--- src/rtl/fss_defines.svh ---
/*
 * Offsets, fixed layout values, command codes and reset values of the
 * fieldbus slave communication state logic.
 * Assumes 16-bit register words and byte addresses on the datagram port.
 */
`ifndef FSS_DEFINES_SVH
`define FSS_DEFINES_SVH

// Register offsets
`define FSS_ADDR_ALIAS 16'h0012
`define FSS_ADDR_AL_CONTROL 16'h0120
`define FSS_ADDR_AL_STATUS 16'h0130
`define FSS_ADDR_SYNC_CTRL 16'h0980
`define FSS_ADDR_DC_CYCLE 16'h09A0
`define FSS_ADDR_SM_BASE 16'h0800
`define FSS_ADDR_FMMU_BASE 16'h0600

// Sync channel register block: 8 bytes per channel
`define FSS_SM_STRIDE_LSB 3
`define FSS_SM_OFS_START 3'h0
`define FSS_SM_OFS_LEN 3'h2
`define FSS_SM_OFS_CTRL 3'h4
// FMMU register block: 16 bytes per channel, enable word at +0xC
`define FSS_FMMU_STRIDE_LSB 4
`define FSS_FMMU_OFS_EN 4'hC

// Fixed sync channel layout
`define FSS_SM0_START 16'h1000
`define FSS_SM1_START 16'h1080
`define FSS_SM2_START 16'h1100
`define FSS_SM3_START 16'h1400
`define FSS_MBX_LEN 16'h0080
`define FSS_PD_MAX_LEN 16'h0100

// Memory windows
`define FSS_MBX_LO 16'h1000
`define FSS_MBX_HI 16'h1100
`define FSS_RXPD_LO 16'h1100
`define FSS_RXPD_HI 16'h1200
`define FSS_TXPD_LO 16'h1400
`define FSS_TXPD_HI 16'h1500

// Sync control value selecting clock-synchronised mode
`define FSS_SYNC_DC_MODE 16'h0300

// Datagram command codes
`define FSS_CMD_APRD 8'h01
`define FSS_CMD_APWR 8'h02
`define FSS_CMD_APRW 8'h03
`define FSS_CMD_FPRD 8'h04
`define FSS_CMD_FPWR 8'h05
`define FSS_CMD_FPRW 8'h06
`define FSS_CMD_BRD 8'h07
`define FSS_CMD_BWR 8'h08
`define FSS_CMD_BRW 8'h09
`define FSS_CMD_LRD 8'h0A
`define FSS_CMD_LWR 8'h0B
`define FSS_CMD_LRW 8'h0C

// AL status error flag position, reset value and alias switch scale
`define FSS_AL_ERR_BIT 4
`define FSS_RST_WORD 16'h0000
`define FSS_ALIAS_SCALE 8'h10

`endif

--- src/rtl/fss_pkg.sv ---
/*
 * Types of the fieldbus slave communication state logic.
 * Assumes the constants header is included where the numbers are needed.
 */
package fss_pkg;

    // Communication states, codes equal the AL status state field
    typedef enum logic [3:0] {
        ST_INIT = 4'b0001,
        ST_PREOP = 4'b0010,
        ST_SAFEOP = 4'b0100,
        ST_OP = 4'b1000
    } fss_state_type;

    // One datagram access arriving from the network
    typedef struct packed {
        logic [7:0] cmd;
        logic [15:0] addr;
        logic [15:0] wdata;
    } fss_req_type;

    // Answer to one datagram access
    typedef struct packed {
        logic [15:0] rdata;
        logic ack;
        logic refused;
    } fss_rsp_type;

    // One sync channel configuration
    typedef struct packed {
        logic [15:0] start;
        logic [15:0] len;
        logic en;
    } fss_sm_cfg_type;

endpackage

--- src/rtl/fss_state_ctrl.sv ---
/*
 * Slave communication state machine with its configuration registers,
 * datagram access filtering and station alias loading.
 * Assumes one datagram access per cycle at most, synchronous inputs, and
 * alias switches stable while reset is released.
 */
`timescale 1ns/1ns
`default_nettype none
`include "fss_defines.svh"

// Notes on behaviour
// - INIT refuses mailbox and process data
// - Leave INIT only with valid mailbox setup
// - SAFEOP needs checked channels and clock setup
// - SAFEOP: inputs valid, outputs not yet valid
// - State changes only on master requests
// - Combined read-write datagrams are refused
// - Channel 0: receive mailbox, 128 at 0x1000
// - Channel 1: transmit mailbox, 128 at 0x1080
// - Channel 2: outputs, up to 256 at 0x1100
// - Channel 3: inputs, up to 256 at 0x1400
// - Alias register 0x0012 loaded at power-up
// - Alias is high switch times 16 plus low
// - Mapping object writes only in PREOP
module fss_state_ctrl (
    input wire logic clk,
    input wire logic rst,
    input wire logic req_valid,
    input wire fss_pkg::fss_req_type req,
    input wire logic req_write,
    output logic rsp_valid,
    output fss_pkg::fss_rsp_type rsp,
    input wire logic [15:0] app_rdata,
    output logic app_wr,
    output logic [15:0] app_addr,
    output logic [15:0] app_wdata,
    input wire logic [3:0] alias_switch_high,
    input wire logic [3:0] alias_switch_low,
    input wire logic map_wr_valid,
    output logic map_wr_ok,
    output logic map_wr_refused,
    output logic [15:0] al_status,
    output logic mbx_enable,
    output logic pd_enable,
    output logic outputs_valid
);

    // Alias from the two rotary switches
    function automatic logic [15:0] alias_calc(input logic [3:0] hi, input logic [3:0] lo);
        alias_calc = 16'({4'h0, hi} * `FSS_ALIAS_SCALE) + {12'h000, lo};
    endfunction

    // Membership of an address in a half-open window
    function automatic logic in_win(input logic [15:0] a, input logic [15:0] lo,
        input logic [15:0] hi);
        in_win = a >= lo && a < hi;
    endfunction

    fss_pkg::fss_state_type state_reg, state_next;
    logic al_err_reg, al_err_next;
    logic [15:0] alias_reg, alias_next;
    logic alias_done_reg, alias_done_next;
    logic [15:0] sync_ctrl_reg, sync_ctrl_next;
    logic [15:0] dc_cycle_reg, dc_cycle_next;
    fss_pkg::fss_sm_cfg_type sm_reg [4];
    fss_pkg::fss_sm_cfg_type sm_next [4];
    logic [2:0] fmmu_en_reg, fmmu_en_next;
    logic rsp_valid_reg, rsp_valid_next;
    fss_pkg::fss_rsp_type rsp_reg, rsp_next;
    logic app_wr_reg, app_wr_next;
    logic [15:0] app_addr_reg, app_addr_next;
    logic [15:0] app_wdata_reg, app_wdata_next;
    logic map_ok_reg, map_ok_next;
    logic map_ref_reg, map_ref_next;
    logic mbx_en_reg, mbx_en_next, pd_en_reg, pd_en_next, ov_reg, ov_next;
    logic mbx_ok, pd_ok, dc_ok;
    logic is_rw, is_read, is_write;
    logic sm_hit, fmmu_hit;
    logic [1:0] sm_idx;
    logic [1:0] fmmu_idx;
    logic [3:0] req_state;

    // Layout check of the sync channels
    fss_sm_check u_check (
        .sm0(sm_reg[0]),
        .sm1(sm_reg[1]),
        .sm2(sm_reg[2]),
        .sm3(sm_reg[3]),
        .mbx_ok(mbx_ok),
        .pd_ok(pd_ok)
    );

    // Command class and register block decode
    always_comb
    begin
        is_rw = req.cmd == `FSS_CMD_APRW || req.cmd == `FSS_CMD_FPRW
            || req.cmd == `FSS_CMD_BRW || req.cmd == `FSS_CMD_LRW;
        is_read = !is_rw && !req_write;
        is_write = !is_rw && req_write;
        sm_hit = req.addr[15:5] == `FSS_ADDR_SM_BASE >> 5;
        sm_idx = req.addr[4:3];
        fmmu_hit = req.addr[15:6] == `FSS_ADDR_FMMU_BASE >> 6 && req.addr[5:4] != 2'h3;
        fmmu_idx = req.addr[5:4];
        req_state = req.wdata[3:0];
        dc_ok = sync_ctrl_reg != `FSS_SYNC_DC_MODE || dc_cycle_reg != `FSS_RST_WORD;
    end

    // State machine driven by AL control writes only
    always_comb
    begin
        state_next = state_reg;
        al_err_next = al_err_reg;
        if (req_valid && is_write && req.addr == `FSS_ADDR_AL_CONTROL)
        begin
            al_err_next = 1'b0;
            case (state_reg)
                fss_pkg::ST_INIT:
                begin
                    if (req_state == fss_pkg::ST_INIT)
                        state_next = fss_pkg::ST_INIT;
                    else if (req_state == fss_pkg::ST_PREOP && mbx_ok)
                        state_next = fss_pkg::ST_PREOP;
                    else
                        al_err_next = 1'b1;
                end
                fss_pkg::ST_PREOP:
                begin
                    if (req_state == fss_pkg::ST_INIT || req_state == fss_pkg::ST_PREOP)
                        state_next = fss_pkg::fss_state_type'(req_state);
                    else if (req_state == fss_pkg::ST_SAFEOP && pd_ok && dc_ok)
                        state_next = fss_pkg::ST_SAFEOP;
                    else
                        al_err_next = 1'b1;
                end
                fss_pkg::ST_SAFEOP:
                begin
                    if (req_state == fss_pkg::ST_INIT || req_state == fss_pkg::ST_PREOP
                        || req_state == fss_pkg::ST_SAFEOP || req_state == fss_pkg::ST_OP)
                        state_next = fss_pkg::fss_state_type'(req_state);
                    else
                        al_err_next = 1'b1;
                end
                fss_pkg::ST_OP:
                begin
                    if (req_state == fss_pkg::ST_INIT || req_state == fss_pkg::ST_PREOP
                        || req_state == fss_pkg::ST_SAFEOP || req_state == fss_pkg::ST_OP)
                        state_next = fss_pkg::fss_state_type'(req_state);
                    else
                        al_err_next = 1'b1;
                end
                default:
                begin
                    state_next = fss_pkg::ST_INIT;
                end
            endcase
        end
        mbx_en_next = state_next != fss_pkg::ST_INIT;
        pd_en_next = state_next == fss_pkg::ST_SAFEOP || state_next == fss_pkg::ST_OP;
        ov_next = state_next == fss_pkg::ST_OP;
    end

    // Configuration register writes
    always_comb
    begin
        sync_ctrl_next = sync_ctrl_reg;
        dc_cycle_next = dc_cycle_reg;
        fmmu_en_next = fmmu_en_reg;
        for (int i = 0; i < 4; i++)
        begin
            sm_next[i] = sm_reg[i];
        end
        if (req_valid && is_write)
        begin
            if (req.addr == `FSS_ADDR_SYNC_CTRL)
                sync_ctrl_next = req.wdata;
            if (req.addr == `FSS_ADDR_DC_CYCLE)
                dc_cycle_next = req.wdata;
            if (sm_hit && req.addr[2:0] == `FSS_SM_OFS_START)
                sm_next[sm_idx].start = req.wdata;
            if (sm_hit && req.addr[2:0] == `FSS_SM_OFS_LEN)
                sm_next[sm_idx].len = req.wdata;
            if (sm_hit && req.addr[2:0] == `FSS_SM_OFS_CTRL)
                sm_next[sm_idx].en = req.wdata[0];
            if (fmmu_hit && req.addr[3:0] == `FSS_FMMU_OFS_EN)
                fmmu_en_next[fmmu_idx] = req.wdata[0];
        end
    end

    // Alias captured once, on the first edge after reset release
    always_comb
    begin
        alias_next = alias_reg;
        alias_done_next = 1'b1;
        if (!alias_done_reg)
            alias_next = alias_calc(alias_switch_high, alias_switch_low);
    end

    // Datagram answer, memory window filtering and application strobe
    always_comb
    begin
        rsp_valid_next = req_valid;
        rsp_next = '0;
        app_wr_next = 1'b0;
        app_addr_next = app_addr_reg;
        app_wdata_next = app_wdata_reg;
        if (req_valid)
        begin
            rsp_next.ack = 1'b1;
            if (is_rw)
            begin
                rsp_next.ack = 1'b0;
                rsp_next.refused = 1'b1;
            end
            else if (in_win(req.addr, `FSS_MBX_LO, `FSS_MBX_HI))
            begin
                if (state_reg == fss_pkg::ST_INIT)
                begin
                    rsp_next.ack = 1'b0;
                    rsp_next.refused = 1'b1;
                end
                else
                begin
                    rsp_next.rdata = is_read ? app_rdata : `FSS_RST_WORD;
                    app_wr_next = is_write;
                    app_addr_next = req.addr;
                    app_wdata_next = req.wdata;
                end
            end
            else if (in_win(req.addr, `FSS_RXPD_LO, `FSS_RXPD_HI)
                || in_win(req.addr, `FSS_TXPD_LO, `FSS_TXPD_HI))
            begin
                if (state_reg == fss_pkg::ST_INIT || state_reg == fss_pkg::ST_PREOP
                    || !fmmu_en_reg[in_win(req.addr, `FSS_TXPD_LO, `FSS_TXPD_HI)])
                begin
                    rsp_next.ack = 1'b0;
                    rsp_next.refused = 1'b1;
                end
                else
                begin
                    rsp_next.rdata = is_read ? app_rdata : `FSS_RST_WORD;
                    app_wr_next = is_write;
                    app_addr_next = req.addr;
                    app_wdata_next = req.wdata;
                end
            end
            else if (is_read)
            begin
                if (req.addr == `FSS_ADDR_ALIAS)
                    rsp_next.rdata = alias_reg;
                else if (req.addr == `FSS_ADDR_AL_STATUS)
                    rsp_next.rdata = {11'h000, al_err_reg, state_reg};
                else if (req.addr == `FSS_ADDR_SYNC_CTRL)
                    rsp_next.rdata = sync_ctrl_reg;
                else if (req.addr == `FSS_ADDR_DC_CYCLE)
                    rsp_next.rdata = dc_cycle_reg;
                else if (sm_hit && req.addr[2:0] == `FSS_SM_OFS_START)
                    rsp_next.rdata = sm_reg[sm_idx].start;
                else if (sm_hit && req.addr[2:0] == `FSS_SM_OFS_LEN)
                    rsp_next.rdata = sm_reg[sm_idx].len;
                else if (sm_hit && req.addr[2:0] == `FSS_SM_OFS_CTRL)
                    rsp_next.rdata = {15'h0000, sm_reg[sm_idx].en};
                else if (fmmu_hit && req.addr[3:0] == `FSS_FMMU_OFS_EN)
                    rsp_next.rdata = {15'h0000, fmmu_en_reg[fmmu_idx]};
            end
        end
    end

    // Mapping object write permission
    always_comb
    begin
        map_ok_next = map_wr_valid && state_reg == fss_pkg::ST_PREOP;
        map_ref_next = map_wr_valid && state_reg != fss_pkg::ST_PREOP;
    end

    // Register stage for every group
    always_ff @(posedge clk or posedge rst)
    begin
        if (rst)
        begin
            state_reg <= fss_pkg::ST_INIT;
            al_err_reg <= 1'b0;
            alias_reg <= `FSS_RST_WORD;
            alias_done_reg <= 1'b0;
            sync_ctrl_reg <= `FSS_RST_WORD;
            dc_cycle_reg <= `FSS_RST_WORD;
            for (int i = 0; i < 4; i++)
            begin
                sm_reg[i] <= '0;
            end
            fmmu_en_reg <= 3'h0;
            rsp_valid_reg <= 1'b0;
            rsp_reg <= '0;
            app_wr_reg <= 1'b0;
            app_addr_reg <= `FSS_RST_WORD;
            app_wdata_reg <= `FSS_RST_WORD;
            map_ok_reg <= 1'b0;
            map_ref_reg <= 1'b0;
            mbx_en_reg <= 1'b0;
            pd_en_reg <= 1'b0;
            ov_reg <= 1'b0;
        end
        else
        begin
            state_reg <= state_next;
            al_err_reg <= al_err_next;
            alias_reg <= alias_next;
            alias_done_reg <= alias_done_next;
            sync_ctrl_reg <= sync_ctrl_next;
            dc_cycle_reg <= dc_cycle_next;
            for (int i = 0; i < 4; i++)
            begin
                sm_reg[i] <= sm_next[i];
            end
            fmmu_en_reg <= fmmu_en_next;
            rsp_valid_reg <= rsp_valid_next;
            rsp_reg <= rsp_next;
            app_wr_reg <= app_wr_next;
            app_addr_reg <= app_addr_next;
            app_wdata_reg <= app_wdata_next;
            map_ok_reg <= map_ok_next;
            map_ref_reg <= map_ref_next;
            mbx_en_reg <= mbx_en_next;
            pd_en_reg <= pd_en_next;
            ov_reg <= ov_next;
        end
    end

    // Outputs straight from flip-flops
    assign rsp_valid = rsp_valid_reg;
    assign rsp = rsp_reg;
    assign app_wr = app_wr_reg;
    assign app_addr = app_addr_reg;
    assign app_wdata = app_wdata_reg;
    assign map_wr_ok = map_ok_reg;
    assign map_wr_refused = map_ref_reg;
    assign al_status = {11'h000, al_err_reg, state_reg};
    assign mbx_enable = mbx_en_reg;
    assign pd_enable = pd_en_reg;
    assign outputs_valid = ov_reg;

endmodule
`default_nettype wire

--- src/rtl/fss_sm_check.sv ---
/*
 * Checks the sync channel configuration against the fixed layout.
 * Assumes the four configurations come straight from registers.
 */
`timescale 1ns/1ns
`default_nettype none
`include "fss_defines.svh"

module fss_sm_check (
    input wire fss_pkg::fss_sm_cfg_type sm0,
    input wire fss_pkg::fss_sm_cfg_type sm1,
    input wire fss_pkg::fss_sm_cfg_type sm2,
    input wire fss_pkg::fss_sm_cfg_type sm3,
    output logic mbx_ok,
    output logic pd_ok
);

    // Mailbox channels: fixed start, fixed length, enabled
    always_comb
    begin
        mbx_ok = sm0.en && sm0.start == `FSS_SM0_START && sm0.len == `FSS_MBX_LEN
            && sm1.en && sm1.start == `FSS_SM1_START && sm1.len == `FSS_MBX_LEN;
    end

    // Process data channels: fixed start, length within the area
    always_comb
    begin
        pd_ok = sm2.start == `FSS_SM2_START && sm2.len <= `FSS_PD_MAX_LEN
            && sm3.start == `FSS_SM3_START && sm3.len <= `FSS_PD_MAX_LEN;
    end

endmodule
`default_nettype wire

--- config.mk ---
export PLATFORM = sky130hd
export DESIGN_NAME = fss_state_ctrl
export DESIGN_NICKNAME = d
export VERILOG_FILES = /design/src/rtl/fss_pkg.sv /design/src/rtl/fss_state_ctrl.sv /design/src/rtl/fss_sm_check.sv
export VERILOG_INCLUDE_DIRS = /design/src /design/src/rtl
export SDC_FILE = /design/constraint.sdc
export NUM_CORES = 1
export LEC_CHECK = 0
export CORE_MARGIN = 8
export CORE_UTILIZATION = 25
export CTS_CLUSTER_SIZE = 25
export DETAILED_ROUTE_END_ITERATION = 6
export DONT_BUFFER_PORTS = 1
export PLACE_DENSITY_LB_ADDON = 0.05
export SLEW_MARGIN = 5
export SYNTH_ARGS = -nofsm -noshare
export SYNTH_HDL_FRONTEND = slang
export SYNTH_SLANG_ARGS = --single-unit
--- constraint.sdc ---
create_clock -name clk -period 8.3 [get_ports clk]
set_input_delay 0.83 -clock clk [delete_from_list [all_inputs] [get_ports clk]]
set_output_delay 0.83 -clock clk [all_outputs]
set_load 0.02 [all_outputs]
==> results by stage <==
Status:
- The flow ran to the end, and the final reports show no timing, DRC or antenna violations.

Timing:
- The maximum clock skew at final layout is 0.00881 ns.
- The count of final hold-check violations came to 0.
- Headroom to the max-slew limit came out at a little under a quarter.
- The count of final max-slew check failures was 0.
- For this run, the top clock speed supported by timing is 325 MHz.
- The part of the cycle the worst path needs is 37.1%.
- The minimum clock period after layout is 3.08 ns.
- At the pin with the least slew margin, the transition time is 1.14 ns.
- Setup violations remaining at the end of the flow were counted as 0.
- Setup repair after global routing left no endpoint under its margin.
- The post-route setup TNS is 0 ns.

Route:
- After detailed routing, the number of vias per cell comes to 5.12.
- The DRC violation count after routing is 0.
- The first detailed-routing pass ran for 7 iterations.
- For this block, the routed nets add up to 39900 microns of wire.
- In the final routed layout, each cell accounts on average for 27.2 microns.
- In this run the remaining antenna-violating nets after routing total 0.
- The vias after detailed routing is 7497.
- The number of violations reported at the end of detailed-routing iteration 0 is 447.

Pwr:
- The internal portion of the total power is ~0.0021 W.
- Net switching is a little over a fifth of the power.
- For this design the static power due to leakage is 5.89 nW.
- Overall power consumption after layout is estimated at 0.00269 W.
- The worst-case IR drop observed on VDD is 0.149 mV.
- The part of the power in combinational logic is 2.5%.
- In this run, flip-flops and latches consume 44.3% of the power.
- The clock share of power is 53.2%.
- The power per cell area is 207 mW/mm^2.
- The analysis attributes to net switching a power of 0.000584 W.

Global routing:
- The via count of the first global-routing pass is approximately 8000.
- The maximum number of pins on one net before global-route repair is 112.
- The total routing usage reported by global routing is approximately 15%.
- The first global-routing pass estimated 59400 microns of wire.
- The initial antenna violation count came to 1.
- The overflow left after global routing is 0.

Die:
- The floorplan step set the die width to 229 microns.
- The core region is 0.0451 sq mm.
- Measured along the y axis, the die boundary spans 229 microns.
- The initialized floorplan defines 78 standard-cell rows.
- 142 I/O pins were placed.
- The area of the die is roughly 0.052 sq mm.
- The effective utilization at floorplan is 25.2%.

Critical path:
- The buffer and inverter count on the worst path is 1.
- The endpoint arrival time on the critical path is 3.52 ns.
- The slowest stage of the critical path is the o211ai_1 cell.
- The kind of cell with the highest combined delay along the critical path is simple AND/OR/NAND/NOR gates.
- The largest fanout on the critical path is 26.
- STA classifies the critical path startpoint as a flop.
- The critical path is of the reg -> reg type.
- The largest single stage delay on the critical path is 0.72 ns.
- The data required time at the worst endpoint is approximately 9 ns.
- The critical path goes through or4b_1, o211ai_1, nor2_4, buf_4, mux2_1.
- The category of the worst setup path capture point is a flop.

Final layout:
- Relative to the synthesized area, the layout overhead comes to 14.6%.
- The summed area of non-filler cells in the final layout is about 0.013 sq mm.
- The number of fillers in the final layout is around 4600.
- Cells fill 28.9% of the core in the end.
- The ratio of cells with drive above 1 in the final layout is 37.7%.
- At the end of the flow, the number of nets in the layout was slightly above 900.
- The register with the most flip-flops in the layout has 132 of them.
- The diode insertion count for antenna repair is 0.

Synthesis:
- Sorting the synthesized cells by area gives the leading types as dfrtp_1 52%, mux2_2 19%, mux4_2 6.5%.
- The sequential-to-total area share from yosys stat is 52.5%.
- For this run, the leading register cell type out of synthesis is dfrtp_1.
- The cell count after synthesis is approximately 850.
- The count of distinct cell types in the synthesized netlist is 68.
- The mapped netlist covers ~0.011 sq mm.
- The fraction of registers with async set/reset is 100%.
- The portion of synthesized cell area occupied by the leading cell type is 52.3%.
- Of all cell types, the one taking the most synthesized area is dfrtp_1.
- The synthesized area per cell is 13.3 sq um.
- The number of enable flip-flop cells after synthesis is 0.
- The Yosys step of the flow raised 0 warnings.
- In this run, synthesis produced a sequential element count of 238.

Clock network:
- The number of setup buffers added after CTS is 0.
- The root buffer cell is clkbuf_16.
- After clock tree synthesis, the clock-pin slew on the worst setup and hold paths is 0.06 ns.
- The CTS H-tree depth is 1.
- The clock drives approximately 240 sinks.
- The total clock buffers created by CTS is 30.
- The total of hold buffers inserted after clock tree synthesis is 0.
- The post-cts resize count is 0.
- TritonCTS built the clock tree.
- The clock latency reported for the late side of the worst-skew pair is between 0.5 and 0.6 ns.
- The number of buffers between clock root and the deepest sink is 3.

Worst hold path:
- The worst min-delay path class is in -> async.

Place:
- The placer congestion estimate is 0.796.
- The count of buffers added on input and output ports is 0.
- After detailed placement, the total cell area comes to 0.0119 sq mm.
- The sum of net half-perimeters after detailed placement is 28300 microns.

Flow run:
- The max-capacitance violation count is 0.
[cells by family (layout without fill, tap and decap cells)]
group | count (synthesis) | in the layout | synth area share, %
simple gates | 213 | 213 | 11.3
flops | 238 | 238 | 52.5
compound gates | 83 | 83 | 5.49
other cells | 2 | 12 | 0.0662
xor+xnor | 6 | 6 | 0.463
buf+inv | 77 | 79 | 3.50
mux | 234 | 234 | 26.7
[placed cells by master (no fill, tap or decap), drive strengths merged, types with 8 or more instances in the layout]
cell type  count
nor4          40
conb          12
or3           10
nand4         12
buf           15
inv            8
clkbuf        39
a22oi          8
mux2         197
nor3           8
dfrtp        237
nand2         36
clkinv         9
nor4b         10
a21oi         11
o21ai         17
mux4          33
nor2b          8
nor2          40
a221oi         8
[per-layer routing]
metal | global-route usage (%) | up-vias | share of wire, %
li1 | - | 3179 | -
met1 | 20.4 | 3985 | 45
met2 | 23.6 | 276 | 46
met3 | 3.11 | 57 | 6.3
met4 | 4.68 | 0 | 2.7
met5 | 0 | - | 0
[power by group through the flow]
stage	Sequential [W]	Clock [W]	Combinational (W)
floorplan	0.00121	0	0.0000755
global placement	0.00121	0	0.0000683
detailed placement	0.00121	0	0.0000691
CTS	0.00119	0.00148	0.0000694
global route	0.00119	0.00152	0.0000757
finish	0.00119	0.00143	0.0000669
[worst reg2reg max path: stages (launching register included)]
cell and delay [ns]:
dfstp_2 0.70, or4b_1 0.64, o211ai_1 0.73, nor2_4 0.21, buf_4 0.32, mux2_1 0.36
[area by class of cell]
class	instances	area [sq um]	share of cell area, %
sequential	238	5960	45.8
multi-input combinational	548	5050	38.9
clock buffer	39	856	6.58
tap	600	751	5.77
clock inverter	17	240	1.85
timing repair buffer	15	113	0.866
inverter	8	37.5	0.289
[metrics by stage]
stage / cells / hold slack [ns] / worst slack, ns
detailed placement: 1409 / 0.495 / 4.78
finish: 1465 / 0.287 / 5.22
CTS: 1465 / 0.259 / 5.09
global placement: 1409 / 0.495 / 4.81
floorplan: 863 / 0.466 / 0.940
global route: 1465 / 0.263 / 5.02
[synth_stat cells, types with 3 or more instances]
cell	number
nand2_1	36
a22o_1	6
a221oi_1	8
xor2_1	3
mux2_4	8
nor2b_1	8
nor4b_1	10
buf_6	4
inv_1	8
buf_2	10
nor3_1	7
buf_4	13
a211oi_1	4
or3_1	9
mux4_2	33
and2_1	3
nand4b_1	5
nand2b_1	4
dfrtp_1	237
o221ai_1	5
o21a_1	4
nor2_2	4
or2_2	6
nor4_1	39
clkbuf_1	37
o21ai_0	17
nand3_1	5
mux2_2	188
nor2_1	36
or4_1	6
nand4_1	11
a22oi_1	8
a21oi_1	11
buf_1	4
or4b_2	3
xnor2_1	3
nand3b_1	3
a222oi_1	7
mux2i_1	4
[path summary, 6_finish.rpt]
kind / from / to / slack (ns) / depth (start not counted)
min in group clk: req_valid / rsp_valid / 0.30 / 0
worst min-delay path: rst / rsp[6] / 0.29 / 1
worst max-delay path: state_reg[0] / app_addr[2] / 5.22 / 5
max in group asynchronous: rst / dc_cycle_reg[7] / 6.56 / 2
worst min register to register: sm_reg[33] / sm_reg[33] / 0.51 / 1
worst max register to register: state_reg[0] / app_addr[2] / 5.22 / 5
Note: power is estimated with default switching activity, not from simulation.
